**src/verilog/zorr_pkg.sv**
```systemverilog
// Purpose: Shared types and constants for the zero-order redundancy reducer.
// Assumes: 6-bit samples, 4-bit tolerance, 10-bit output words.
// Notes: Word-size and mode encodings are used by ports and logic alike.
package zorr_pkg;
	localparam int SAMPLE_W = 6;
	localparam int TOL_W = 4;
	localparam int WORD_W = 10;
	localparam int TAG_MAX_W = 6;
	localparam int SYNC_AMP_W = 4;
	// Forced-nonredundant limits per time tag size.
	localparam logic [TAG_MAX_W-1:0] LIMIT_TAG4 = 6'h0e;
	localparam logic [TAG_MAX_W-1:0] LIMIT_TAG5 = 6'h1e;
	localparam logic [TAG_MAX_W-1:0] LIMIT_TAG6 = 6'h3e;
	localparam logic [TAG_MAX_W-1:0] TAG_ZERO = 6'h00;
	localparam logic [TAG_MAX_W-1:0] TAG_ONE = 6'h01;
	// Sync amplitudes for horizontal and vertical blanking.
	localparam logic [SYNC_AMP_W-1:0] SYNC_AMP_HOR = 4'h5;
	localparam logic [SYNC_AMP_W-1:0] SYNC_AMP_VER = 4'ha;

	typedef enum logic [1:0] {
		ZORR_TAG4 = 2'b00,
		ZORR_TAG5 = 2'b01,
		ZORR_TAG6 = 2'b10
	} zorr_tag_size_e;

	typedef enum logic {
		ZORR_INTERPOLATOR_MODE = 1'b0,
		ZORR_PREDICTOR_MODE = 1'b1
	} zorr_mode_e;

	typedef struct packed {
		zorr_mode_e mode;
		zorr_tag_size_e tag_size;
		logic adaptive_tol;
		logic [TOL_W-1:0] fixed_tol;
	} zorr_cfg_s;

	typedef struct packed {
		logic valid;
		logic [SAMPLE_W-1:0] sample;
	} zorr_sample_s;

	typedef enum logic [1:0] {
		ZORR_RUN = 2'b00,
		ZORR_FIRST = 2'b01,
		ZORR_BLANK = 2'b10
	} zorr_state_e;
endpackage

```
**src/verilog/zorr_word_packer.sv**
```systemverilog
// Purpose: Packs a nonredundant value and its time tag into one 10-bit word.
// Assumes: Tag values never exceed the selected tag width.
// Notes: Purely combinational; the caller registers the result.
`timescale 1ns/1ns
module zorr_word_packer (
	input wire logic [zorr_pkg::SAMPLE_W-1:0] value_i,
	input wire logic [zorr_pkg::TAG_MAX_W-1:0] tag_i,
	input wire zorr_pkg::zorr_tag_size_e tag_size_i,
	output logic [zorr_pkg::WORD_W-1:0] word_o
);
	import zorr_pkg::*;

	always_comb begin
		unique case (tag_size_i)
			ZORR_TAG5: word_o = {value_i[5:1], tag_i[4], tag_i[3:0]};
			ZORR_TAG6: word_o = {value_i[5:2], tag_i[5:4], tag_i[3:0]};
			default: word_o = {value_i, tag_i[3:0]};
		endcase
	end
endmodule

```
**src/verilog/zorr_reducer.sv**
```systemverilog
// Purpose: Zero-order interpolator / predictor redundancy reducer for video samples.
// Assumes: Sample strobe is a pulse from the sample-rate divider; only its synchronised rising edge counts.
// Notes: One add/subtract and one compare per sample; mode only gates register loads.
// Notes on behaviour
// - One 6-bit sample accepted per sample strobe, 1 to 9 MHz rate.
// - Tolerance is 4 bits: fixed value or rate-adaptive value from buffer fill.
// - Every output word is 10 bits; word-size select chooses sample/tag split.
// - 4-bit tag: full 6-bit sample sits beside the tag unmodified.
// - 5-bit tag: top five sample bits; tag MSB replaces sample LSB.
// - 6-bit tag: top four sample bits; tag top two bits fill vacated positions.
// - One add/subtract then compare per step; modes share datapath, differ in gating.
// - Interpolator: after nonredundant, corridor loads upper and lower tolerance limits.
// - Interpolator: overlap means redundant, discard, increment repeat count.
// - Interpolator: redundant sample narrows corridor to the tighter bounds.
// - Interpolator: no overlap outputs corridor midpoint with repeat count.
// - Force nonredundant after 14, 30 or 62 periods for 4/5/6-bit tags.
// - Predictor: after nonredundant, current sample loads both corridor registers.
// - Predictor: overlap is redundant and corridor is left unchanged.
// - Predictor: no overlap outputs corridor midpoint, the previous nonredundant sample.
// - Predictor uses the same packing, word sizes and timeout as interpolator.
// - Blanking forces current sample nonredundant, then reduction is suspended.
// - During blanking a sync word goes out: zero 6-bit tag, 4-bit amplitude.
// - Buffer underflow forces the present sample nonredundant into the buffer.
// - First sample after blanking initialises the corridor per mode, no output.
`timescale 1ns/1ns
module zorr_reducer #(
	parameter int SAMPLE_W = zorr_pkg::SAMPLE_W,
	parameter int TOL_W = zorr_pkg::TOL_W
) (
	input wire logic clk_sys_i,
	input wire logic rst_i,
	input wire logic sample_stb_i,
	input wire logic [zorr_pkg::SAMPLE_W-1:0] adc_sample_i,
	input wire zorr_pkg::zorr_cfg_s cfg_i,
	input wire logic [zorr_pkg::TOL_W-1:0] adaptive_tol_i,
	input wire logic blank_i,
	input wire logic blank_vertical_i,
	input wire logic sync_req_i,
	input wire logic underflow_i,
	output logic word_valid_o,
	output logic [zorr_pkg::WORD_W-1:0] word_o,
	output logic sync_word_o,
	output logic blank_active_o,
	output logic [zorr_pkg::TAG_MAX_W-1:0] repeat_count_tag_o
);
	import zorr_pkg::*;

	// Sample, strobe, blank and underflow inputs pass two flops before use; sync request and config are used directly.
	logic [SAMPLE_W-1:0] sample_meta;
	logic [SAMPLE_W-1:0] sample_sync;
	logic [2:0] ctl_meta;
	logic [2:0] ctl_sync;
	logic stb_meta;
	logic stb_sync;
	logic stb_prev;
	logic blank_s;
	logic blank_vert_s;
	logic underflow_s;
	logic stb;

	always_ff @(posedge clk_sys_i) begin
		if (rst_i) begin
			sample_meta <= '0;
			sample_sync <= '0;
			ctl_meta <= 3'h0;
			ctl_sync <= 3'h0;
			stb_meta <= 1'b0;
			stb_sync <= 1'b0;
			stb_prev <= 1'b0;
		end else begin
			sample_meta <= adc_sample_i;
			sample_sync <= sample_meta;
			ctl_meta <= {blank_i, blank_vertical_i, underflow_i};
			ctl_sync <= ctl_meta;
			stb_meta <= sample_stb_i;
			stb_sync <= stb_meta;
			stb_prev <= stb_sync;
		end
	end

	assign blank_s = ctl_sync[2];
	assign blank_vert_s = ctl_sync[1];
	assign underflow_s = ctl_sync[0];
	// Edge of the synchronised strobe so a long strobe still counts once.
	assign stb = stb_sync & ~stb_prev;

	// Tolerance selection.
	logic [TOL_W-1:0] tolerance;
	assign tolerance = cfg_i.adaptive_tol ? adaptive_tol_i : cfg_i.fixed_tol;

	// Corridor arithmetic carries one extra bit each way so limits never wrap.
	localparam int EXT_W = SAMPLE_W + 2;
	logic [SAMPLE_W-1:0] current_sample;
	logic signed [EXT_W-1:0] sample_ext;
	logic signed [EXT_W-1:0] tol_ext;
	logic signed [EXT_W-1:0] upper_tolerance_limit;
	logic signed [EXT_W-1:0] lower_tolerance_limit;
	logic signed [EXT_W-1:0] corr_upper;
	logic signed [EXT_W-1:0] corr_lower;
	logic signed [EXT_W-1:0] next_upper;
	logic signed [EXT_W-1:0] next_lower;
	logic signed [EXT_W:0] mid_sum;
	logic [SAMPLE_W-1:0] midpoint;
	logic overlap;

	assign current_sample = sample_sync;
	assign sample_ext = signed'({2'b00, current_sample});
	assign tol_ext = signed'({{(EXT_W-TOL_W){1'b0}}, tolerance});
	assign upper_tolerance_limit = sample_ext + tol_ext;
	assign lower_tolerance_limit = sample_ext - tol_ext;
	// Overlap check is only comparisons on the limits just formed.
	assign overlap = (lower_tolerance_limit <= corr_upper) &&
		(upper_tolerance_limit >= corr_lower);

	// Midpoint clamps to the sample range; a corridor can extend past the rails.
	always_comb begin
		logic signed [EXT_W:0] half;
		half = '0;
		mid_sum = {corr_upper[EXT_W-1], corr_upper} + {corr_lower[EXT_W-1], corr_lower};
		half = mid_sum >>> 1;
		if (half < 0) begin
			midpoint = '0;
		end else if (half > signed'({3'b000, {SAMPLE_W{1'b1}}})) begin
			midpoint = {SAMPLE_W{1'b1}};
		end else begin
			midpoint = half[SAMPLE_W-1:0];
		end
	end

	// Forced decision limit for the selected tag size.
	logic [TAG_MAX_W-1:0] tag_limit;
	always_comb begin
		unique case (cfg_i.tag_size)
			ZORR_TAG5: tag_limit = LIMIT_TAG5;
			ZORR_TAG6: tag_limit = LIMIT_TAG6;
			default: tag_limit = LIMIT_TAG4;
		endcase
	end

	// Control state.
	zorr_state_e state;
	logic [TAG_MAX_W-1:0] repeat_count_tag;
	logic sync_sent;
	logic in_run;
	logic forced;
	logic nonredundant;
	logic emit_video;
	logic emit_sync;

	assign in_run = (state == ZORR_RUN);
	assign forced = (repeat_count_tag >= tag_limit) || underflow_s || blank_s;
	assign nonredundant = !overlap || forced;
	assign emit_video = stb && in_run && nonredundant;
	assign emit_sync = (state == ZORR_BLANK) && !sync_sent && sync_req_i;

	always_ff @(posedge clk_sys_i) begin
		if (rst_i) begin
			state <= ZORR_FIRST;
		end else begin
			unique case (state)
				ZORR_RUN: begin
					if (stb && blank_s) begin
						state <= ZORR_BLANK;
					end
				end
				ZORR_BLANK: begin
					if (!blank_s) begin
						state <= ZORR_FIRST;
					end
				end
				ZORR_FIRST: begin
					if (blank_s) begin
						state <= ZORR_BLANK;
					end else if (stb) begin
						state <= ZORR_RUN;
					end
				end
				default: state <= ZORR_FIRST;
			endcase
		end
	end

	// One sync word per blanking interval, when the buffer asks for it.
	always_ff @(posedge clk_sys_i) begin
		if (rst_i) begin
			sync_sent <= 1'b0;
		end else if (state != ZORR_BLANK) begin
			sync_sent <= 1'b0;
		end else if (emit_sync) begin
			sync_sent <= 1'b1;
		end
	end

	// Corridor registers; the mode only changes which values get loaded.
	always_comb begin
		next_upper = corr_upper;
		next_lower = corr_lower;
		if (stb && (state == ZORR_FIRST || (in_run && nonredundant))) begin
			if (cfg_i.mode == ZORR_PREDICTOR_MODE) begin
				next_upper = sample_ext;
				next_lower = sample_ext;
			end else begin
				next_upper = upper_tolerance_limit;
				next_lower = lower_tolerance_limit;
			end
		end else if (stb && in_run && cfg_i.mode == ZORR_INTERPOLATOR_MODE) begin
			// Redundant sample: keep the most restrictive bounds.
			if (upper_tolerance_limit < corr_upper) begin
				next_upper = upper_tolerance_limit;
			end
			if (lower_tolerance_limit > corr_lower) begin
				next_lower = lower_tolerance_limit;
			end
		end
	end

	always_ff @(posedge clk_sys_i) begin
		if (rst_i) begin
			corr_upper <= '0;
			corr_lower <= '0;
		end else begin
			corr_upper <= next_upper;
			corr_lower <= next_lower;
		end
	end

	// Repeat count restarts at every new corridor.
	always_ff @(posedge clk_sys_i) begin
		if (rst_i) begin
			repeat_count_tag <= TAG_ZERO;
		end else if (stb && (state == ZORR_FIRST || emit_video)) begin
			repeat_count_tag <= TAG_ZERO;
		end else if (stb && in_run) begin
			repeat_count_tag <= repeat_count_tag + TAG_ONE;
		end
	end

	logic [WORD_W-1:0] packed_word;
	zorr_word_packer u_packer (
		.value_i(midpoint),
		.tag_i(repeat_count_tag),
		.tag_size_i(cfg_i.tag_size),
		.word_o(packed_word)
	);

	// Output word register; sync words take a zero tag so any tag size decodes them.
	always_ff @(posedge clk_sys_i) begin
		if (rst_i) begin
			word_valid_o <= 1'b0;
			word_o <= '0;
			sync_word_o <= 1'b0;
		end else begin
			word_valid_o <= emit_video || emit_sync;
			sync_word_o <= emit_sync;
			if (emit_sync) begin
				word_o <= {blank_vert_s ? SYNC_AMP_VER : SYNC_AMP_HOR, TAG_ZERO};
			end else if (emit_video) begin
				word_o <= packed_word;
			end
		end
	end

	always_ff @(posedge clk_sys_i) begin
		if (rst_i) begin
			blank_active_o <= 1'b0;
			repeat_count_tag_o <= TAG_ZERO;
		end else begin
			blank_active_o <= (state == ZORR_BLANK);
			repeat_count_tag_o <= repeat_count_tag;
		end
	end
endmodule

```
**config.mk**
```make
export PLATFORM = sky130hd
export DESIGN_NAME = zorr_reducer
export DESIGN_NICKNAME = d
export VERILOG_FILES = /design/src/verilog/zorr_pkg.sv /design/src/verilog/zorr_word_packer.sv /design/src/verilog/zorr_reducer.sv
export SDC_FILE = /design/constraint.sdc
export NUM_CORES = 1
export LEC_CHECK = 0
export ABC_AREA = 1
export BUFFER_PORTS_ARGS = -buffer_cell sky130_fd_sc_hd__buf_4
export CAP_MARGIN = 20
export CORE_ASPECT_RATIO = 0.6
export CORE_MARGIN = 5
export CORE_UTILIZATION = 50
export CTS_CLUSTER_DIAMETER = 120
export CTS_CLUSTER_SIZE = 28
export DETAILED_ROUTE_END_ITERATION = 10
export GPL_ROUTABILITY_DRIVEN = 0
export PLACE_DENSITY = 0.67
export SLEW_MARGIN = 25
export SYNTH_ARGS = -nofsm -noshare
export SYNTH_HDL_FRONTEND = slang
export SYNTH_SLANG_ARGS = --single-unit
```
**constraint.sdc**
```tcl
create_clock -name clk_sys_i -period 11.26 [get_ports clk_sys_i]
set_clock_uncertainty 0.15 [all_clocks]
set_input_delay 1.689 -clock clk_sys_i [delete_from_list [all_inputs] [get_ports clk_sys_i]]
set_output_delay 1.689 -clock clk_sys_i [all_outputs]
set_load 0.05 [all_outputs]
```
==> results.sh, run 1 <==
export IMPL_detail_route_wl_per_cell_um=13.5
export IMPL_cts_setup_buffers=0
export IMPL_slew_headroom_pct=50.8
export IMPL_layout_min_cycle_time_ns=5.11
export IMPL_synth_compound_area_share_pct=10.8
export IMPL_peakVddDrop_mv=0.0900
export IMPL_rsz0062_at_grt="no"
export IMPL_synthTopCellsByCount="nand2_1 (126), inv_1 (89), nor2_1 (84), dfxtp_1 (63), ha_1 (47)"
export IMPL_core_sq_um=7980
export IMPL_clk_pin_slew_ns=0.05
export IMPL_synth_top_flop_cell="dfxtp_1"
export IMPL_final_seq_area_sq_um=1260
export IMPL_numCtsBuffers=9
export IMPL_whs_ns=0.248
export IMPL_start_util_pct=52.0
export IMPL_p_per_area_nw_per_um2=129
export IMPL_design_die_area_sq_um=10300
export IMPL_syn_avg_cell_area_sq_um=6.99
export IMPL_yosysMostFrequentCell="nand2_1"
export IMPL_path_class="input pin to flop"
export IMPL_vias_per_cell=5.04
export IMPL_tritoncts_num_sinks=63
export IMPL_die_width_um=128
export IMPL_worstMarginPinSlew_ns=0.735
export IMPL_htreeDepth=3
export IMPL_drcViolationCount=0
export IMPL_num_vias=3758
export IMPL_drtIter0Drc=263
export IMPL_syn_instance_count=593
export IMPL_hold_start="sample_meta[3]$_SDFF_PP0_"
export IMPL_io_pins=44
export IMPL_tns_ns=0
export IMPL_power_leakage_nw=2.43
export IMPL_reg2reg_to="corr_lower[1]$_SDFFE_PP0P_"
export IMPL_grt_pass1_wl_mm=16.8
export IMPL_worstSetupEndpoint="corr_lower[1]$_SDFFE_PP0P_"
export IMPL_antenna_found_initial=0
export IMPL_root_buffer="clkbuf_16"
export IMPL_grt_max_degree=35
export IMPL_synth_top_family_by_area="simple AND/OR/NAND/NOR gates"
export IMPL_fin_cells=745
export IMPL_cts_tree="built"
export IMPL_outcome="finished clean"
export IMPL_post_synth_num_cell_types=40
export IMPL_yosys_area_share_simple_pct=29.6
export IMPL_clk_latency_ns=0.32
export IMPL_netlist_area_sq_um=4150
export IMPL_grt_usage_pct=20.6
export IMPL_ant_nets=0
export IMPL_period_share_pct=45.4
export IMPL_synth_adder_area_share_pct=15.6
export IMPL_post_place_cells=732
export IMPL_worst_setup_path_start_kind="input pin"
export IMPL_grt_pass1_vias=3420
export IMPL_r2r_start="current_sample[0]$_SDFF_PP0_"
export IMPL_synth_area_top_cells="dfxtp_1 (30%), ha_1 (14%), nand2_1 (11%)"
export IMPL_ys_ff_latch=63
export IMPL_yosys_area_top_type="dfxtp_1"
export IMPL_cp_arrival_ns=5.22
export IMPL_crit_path_start="cfg_i[4]"
export IMPL_num_rows=25
export IMPL_cts_buffer_depth=2
export IMPL_synth_warnings=0
export IMPL_hold_viol=0
export IMPL_rr_worst_depth=20
export IMPL_synthMuxAreaShare_pct=0.271
export IMPL_areaGrowthSynthToFinish_pct=15.6
export IMPL_async_flop_share_pct=0
export IMPL_cp_data_required_time_ns=11.36
export IMPL_die_h_um=80.6
export IMPL_min_path_type="flop to flop"
export IMPL_netlist_area_leader_share_pct=30.4
export IMPL_drive_gt1_share_pct=12.7
export IMPL_slew_viol_final=0
export IMPL_cts_resized=0
export IMPL_ctsHoldBuffers=0
export IMPL_layout_nets=710
export IMPL_synthXorXnorAreaFrac_pct=3.17
export IMPL_setup_worst_path_end_class="flop"
export IMPL_drt_pass1_iter_count=5
export IMPL_diodes=0
export IMPL_multi_input_area_sq_um=2470
export IMPL_design_area_sq_um=4790
export IMPL_reg2reg_slack_ns=7.57
export IMPL_cap_viol_max_count=0
export IMPL_synth_edf_count=0
export IMPL_max_freq_mhz=196
export IMPL_cp_max_fo=16
export IMPL_port_buffers=43
export IMPL_gr_total_overflow=0
export IMPL_synth_fp_nets=668
export IMPL_num_fill_cells=746
export IMPL_wl_mm=10.1
export IMPL_placement_cell_area_sq_um=4540
export IMPL_hpwl_mm=8.04
export IMPL_setup_violations=0
export IMPL_ys_seq_area_share_pct=30.4
[registers in the layout, summed over array words and instances (netlist names), 3 cells and up]
| signal | count |
|---|---|
| corr_lower | 7 |
| corr_upper | 7 |
| ctl_meta | 3 |
| ctl_sync | 3 |
| current_sample | 6 |
| repeat_count_tag | 6 |
| repeat_count_tag_o | 6 |
| sample_meta | 6 |
| word_o | 10 |
[power breakdown]
group	internal (mW)	switching (mW)	total, mW
sequential	0.231	0.00579	0.237
clock	0.150	0.0888	0.239
combinational	0.0538	0.0905	0.144
total	0.435	0.185	0.620
[cell usage in the layout, fill, tap and decap left out, drive strengths merged, types with 5 or more instances in the layout]
cell type  count
nand3         46
xor2          12
a21oi         29
buf           43
o21ai         30
nand2        132
nor2          88
clkbuf        11
dfxtp         63
ha            47
nor3           5
nand4          6
inv           93
[layout make-up]
| class | count | area share [%] |
|---|---|---|
| repair buffers | 43 | 6.73 |
| well taps | 108 | 2.82 |
| multi-input cells | 424 | 51.5 |
| flip-flops and latches | 63 | 26.3 |
| clock inverters | 2 | 0.209 |
| inverters | 94 | 7.36 |
| clock buffers | 11 | 5.06 |
[through the flow]
step,setup slack (ns),total power [mW],util (%)
floorplan,6.48,0.347,-
global placement,5.96,0.379,56.9
detailed placement,5.85,0.383,56.9
CTS,6.18,0.623,60.1
global route,5.77,0.656,60.1
finish,6.15,0.620,60.1
[metal layers]
layer  global-route usage, %  part of all wire, %
met4                    6.25                  1.6
met2                    27.0                   38
met5                       0                    0
met1                    31.8                   53
met3                    5.51                  7.6
[cell families (layout without fill, tap and decap cells)]
family	Yosys count	after routing
buffers and inverters	106	150
AO/OA/AOI/OAI	73	73
adder cells (fa/ha/maj)	50	50
XOR/XNOR	15	15
AND/OR/NAND/NOR	285	285
multiplexers	1	1
flip-flops	63	63
[critical path: stages]
cell and delay, ns:
buf_4 0.13, o21ai_0 0.39, inv_1 0.15, fa_1 0.45, inv_1 0.07, nand2_1 0.04
nand2_1 0.12, a21o_1 0.16, xor2_1 0.19, inv_1 0.11, ha_1 0.29, nand2_1 0.06
nor2_1 0.12, nand2_1 0.06, nand2_1 0.05, nor2_1 0.06, a21oi_4 0.21, nand3_4 0.20
a21boi_2 0.40, nor2_1 0.11, nor2_1 0.12
[worst min path at each step]
stage / to / slack [ns] / cells past startpoint
floorplan: ctl_sync[0]$_SDFF_PP0_ / 0.24 / 2
global placement: current_sample[3]$_SDFF_PP0_ / 0.24 / 2
detailed placement: current_sample[3]$_SDFF_PP0_ / 0.24 / 2
CTS: current_sample[3]$_SDFF_PP0_ / 0.25 / 2
global route: current_sample[5]$_SDFF_PP0_ / 0.27 / 2
finish: current_sample[3]$_SDFF_PP0_ / 0.25 / 2
Power figures use the tool's default switching activity.
==> run 2: changes to the inputs <==
clock period = 4.95 ns   (was 11.26 ns; I/O delays follow)
==> run 2 against run 1 <==
  * Sequential share of layout area decreased by 0.29 points
  * Register-to-register slack got worse by 6.3 ns
  * Clock power increased to 2.6 times the previous value
  * Sequential power increased by 130%
  * Global-route usage increased by 0.42 points
  * Core utilization increased by 0.67 points
  * Wire length increased by 0.86%
  * Largest power group unchanged
  * Non-clock buffer count increased by 1
  * Worst hold slack improved by 0.0018 ns
  * Final cell count increased by 0.40%
  * Worst setup slack got worse by 5.3 ns
  * Via count increased by 0.29%
==> results.sh, run 2 (same netlist as run 1, synthesis figures left out) <==
export IMPL_outcome="finished clean"
export IMPL_p_per_area_nw_per_um2=308
export IMPL_layout_nets=711
export IMPL_design_die_area_sq_um=10300
export IMPL_min_path_type="flop to flop"
export IMPL_whs_ns=0.250
export IMPL_post_place_cells=733
export IMPL_grt_pass1_wl_mm=17.0
export IMPL_clk_latency_ns=0.32
export IMPL_setup_worst_path_end_class="flop"
export IMPL_start_util_pct=52.0
export IMPL_io_pins=44
export IMPL_m1WireLength_mm=5.26
export IMPL_slew_viol_final=0
export IMPL_worst_setup_path_start_kind="input pin"
export IMPL_r2r_start="current_sample[0]$_SDFF_PP0_"
export IMPL_wl_met2_mm=3.86
export IMPL_die_width_um=128
export IMPL_period_share_pct=83.3
export IMPL_max_freq_mhz=242
export IMPL_cp_data_required_time_ns=5.06
export IMPL_p_switching_mw=0.433
export IMPL_ctsHoldBuffers=0
export IMPL_drive_gt1_share_pct=13.1
export IMPL_core_sq_um=7980
export IMPL_htreeDepth=3
export IMPL_reg_top3="word_o: 10 flops, corr_lower: 7 flops, corr_upper: 7 flops"
export IMPL_placement_cell_area_sq_um=4550
export IMPL_drt_pass1_iter_count=5
export IMPL_hpwl_mm=8.20
export IMPL_setup_violations=0
export IMPL_seqPwrFrac_pct=36.1
export IMPL_antenna_found_initial=0
export IMPL_drtIter0Drc=310
export IMPL_num_rows=25
export IMPL_port_buffers=43
export IMPL_rr_worst_depth=22
export IMPL_gr_total_overflow=0
export IMPL_tns_ns=0
export IMPL_vias_per_cell=5.04
export IMPL_reg2reg_to="corr_lower[0]$_SDFFE_PP0P_"
export IMPL_final_common_cell="nand2_1"
export IMPL_dr_max_layer_used="met4"
export IMPL_cts_tree="built"
export IMPL_power_leakage_nw=2.45
export IMPL_grt_max_degree=35
export IMPL_p_comb_share_pct=22.0
export IMPL_sw_frac_of_total_pct=29.0
export IMPL_worstMarginPinSlew_ns=0.701
export IMPL_cts_setup_buffers=0
export IMPL_drcViolationCount=0
export IMPL_wl_met3_um=910
export IMPL_clk_pin_slew_ns=0.05
export IMPL_peakVddDrop_mv=0.179
export IMPL_layout_min_cycle_time_ns=4.12
export IMPL_reg2reg_slack_ns=1.30
export IMPL_root_buffer="clkbuf_16"
export IMPL_num_vias=3769
export IMPL_hold_depth=2
export IMPL_detail_route_wl_per_cell_um=13.6
export IMPL_areaGrowthSynthToFinish_pct=16.9
export IMPL_p_int_mw=1.06
export IMPL_tritoncts_num_sinks=63
export IMPL_largest_reg_flops=10
export IMPL_grt_pass1_vias=3498
export IMPL_min_to="current_sample[4]$_SDFF_PP0_"
export IMPL_fin_cells=748
export IMPL_slew_headroom_pct=53.2
export IMPL_wl_mm=10.2
export IMPL_final_cell_mix="nand2_1 (126), inv_1 (89), nor2_1 (83)"
export IMPL_hold_viol=0
export IMPL_cts_resized=0
export IMPL_hold_start="sample_meta[4]$_SDFF_PP0_"
export IMPL_ant_nets=0
export IMPL_cp_max_fo=28
export IMPL_numCtsBuffers=9
export IMPL_diodes=0
export IMPL_clkPwrFrac_pct=41.9
export IMPL_grt_usage_pct=21.0
export IMPL_top_register="word_o"
export IMPL_rsz0062_at_grt="no"
export IMPL_die_h_um=80.6
export IMPL_design_area_sq_um=4850
export IMPL_cp_arrival_ns=4.23
export IMPL_path_class="input pin to flop"
export IMPL_cts_buffer_depth=2
export IMPL_cap_viol_max_count=0
run 2: cell types whose count changed in the layout (fill, tap and decap cells not counted):
| cell | previous run | this run |
|---|---|---|
| buf_4 | 43 | 44 |
| bufinv_16 | 0 | 1 |
| clkbuf_8 | 1 | 2 |
| clkinv_2 | 2 | 1 |
| clkinvlp_4 | 0 | 1 |
run 2: worst max-delay path by stage:
stage / slack (ns) / start / to
6_report: 0.83 / cfg_i[4] / corr_lower[0]$_SDFFE_PP0P_
5_1_grt: 0.45 / cfg_i[4] / corr_lower[5]$_SDFFE_PP0P_
4_1_cts: 0.81 / cfg_i[4] / corr_lower[0]$_SDFFE_PP0P_
3_5_place_dp: 0.48 / cfg_i[4] / corr_lower[0]$_SDFFE_PP0P_
3_3_place_gp: 0.60 / cfg_i[4] / corr_lower[0]$_SDFFE_PP0P_
2_1_floorplan: 1.11 / cfg_i[4] / corr_upper[0]$_SDFFE_PP0P_
run 2: critical path, stage by stage:
cell and delay (ns):
buf_4 0.13, o21ai_0 0.38, inv_1 0.16, fa_1 0.46, inv_1 0.07, nand2_1 0.05, nand2_1 0.12, a21o_1 0.17
xor2_1 0.19, inv_1 0.10, ha_1 0.28, nand2_1 0.06, nor2_1 0.10, nand2_1 0.06, nand2_1 0.05, nor2_1 0.06
a21oi_4 0.21, nand3_4 0.21, nand2_4 0.30, nand2_1 0.08, nand2_1 0.09, nor2_1 0.05, nor2_1 0.10
run 2: final cells by class:
type | instances | area (sq um)
fillers | 743 | 3130
flip-flops and latches | 63 | 1260
repair buffers | 44 | 330
well taps | 108 | 135
inverters | 94 | 353
clock inverters | 3 | 42.5
multi-input cells | 424 | 2470
clock buffers | 12 | 256
run 2: routing by layer:
metal,vias up,global-route usage [%]
li1,1969,-
met1,1652,31.3
met5,-,0
met3,15,6.38
met4,0,5.30
met2,133,29.0
run 2: power groups by stage:
stage | Sequential (mW) | Clock (mW) | Combinational (mW)
floorplan | 0.550 | 0 | 0.239
global route | 0.542 | 0.655 | 0.378
finish | 0.540 | 0.626 | 0.329
CTS | 0.540 | 0.632 | 0.327
detailed placement | 0.550 | 0 | 0.325
global placement | 0.549 | 0 | 0.314
run 2: stage by stage:
stage          setup slack [ns]  power (mW)  utilization (%)
2_1_floorplan              1.11       0.789                -
3_3_place_gp              0.605       0.863             57.0
3_5_place_dp              0.478       0.875             57.0
4_1_cts                   0.812        1.50             60.8
5_1_grt                   0.446        1.58             60.8
6_report                  0.826        1.49             60.8
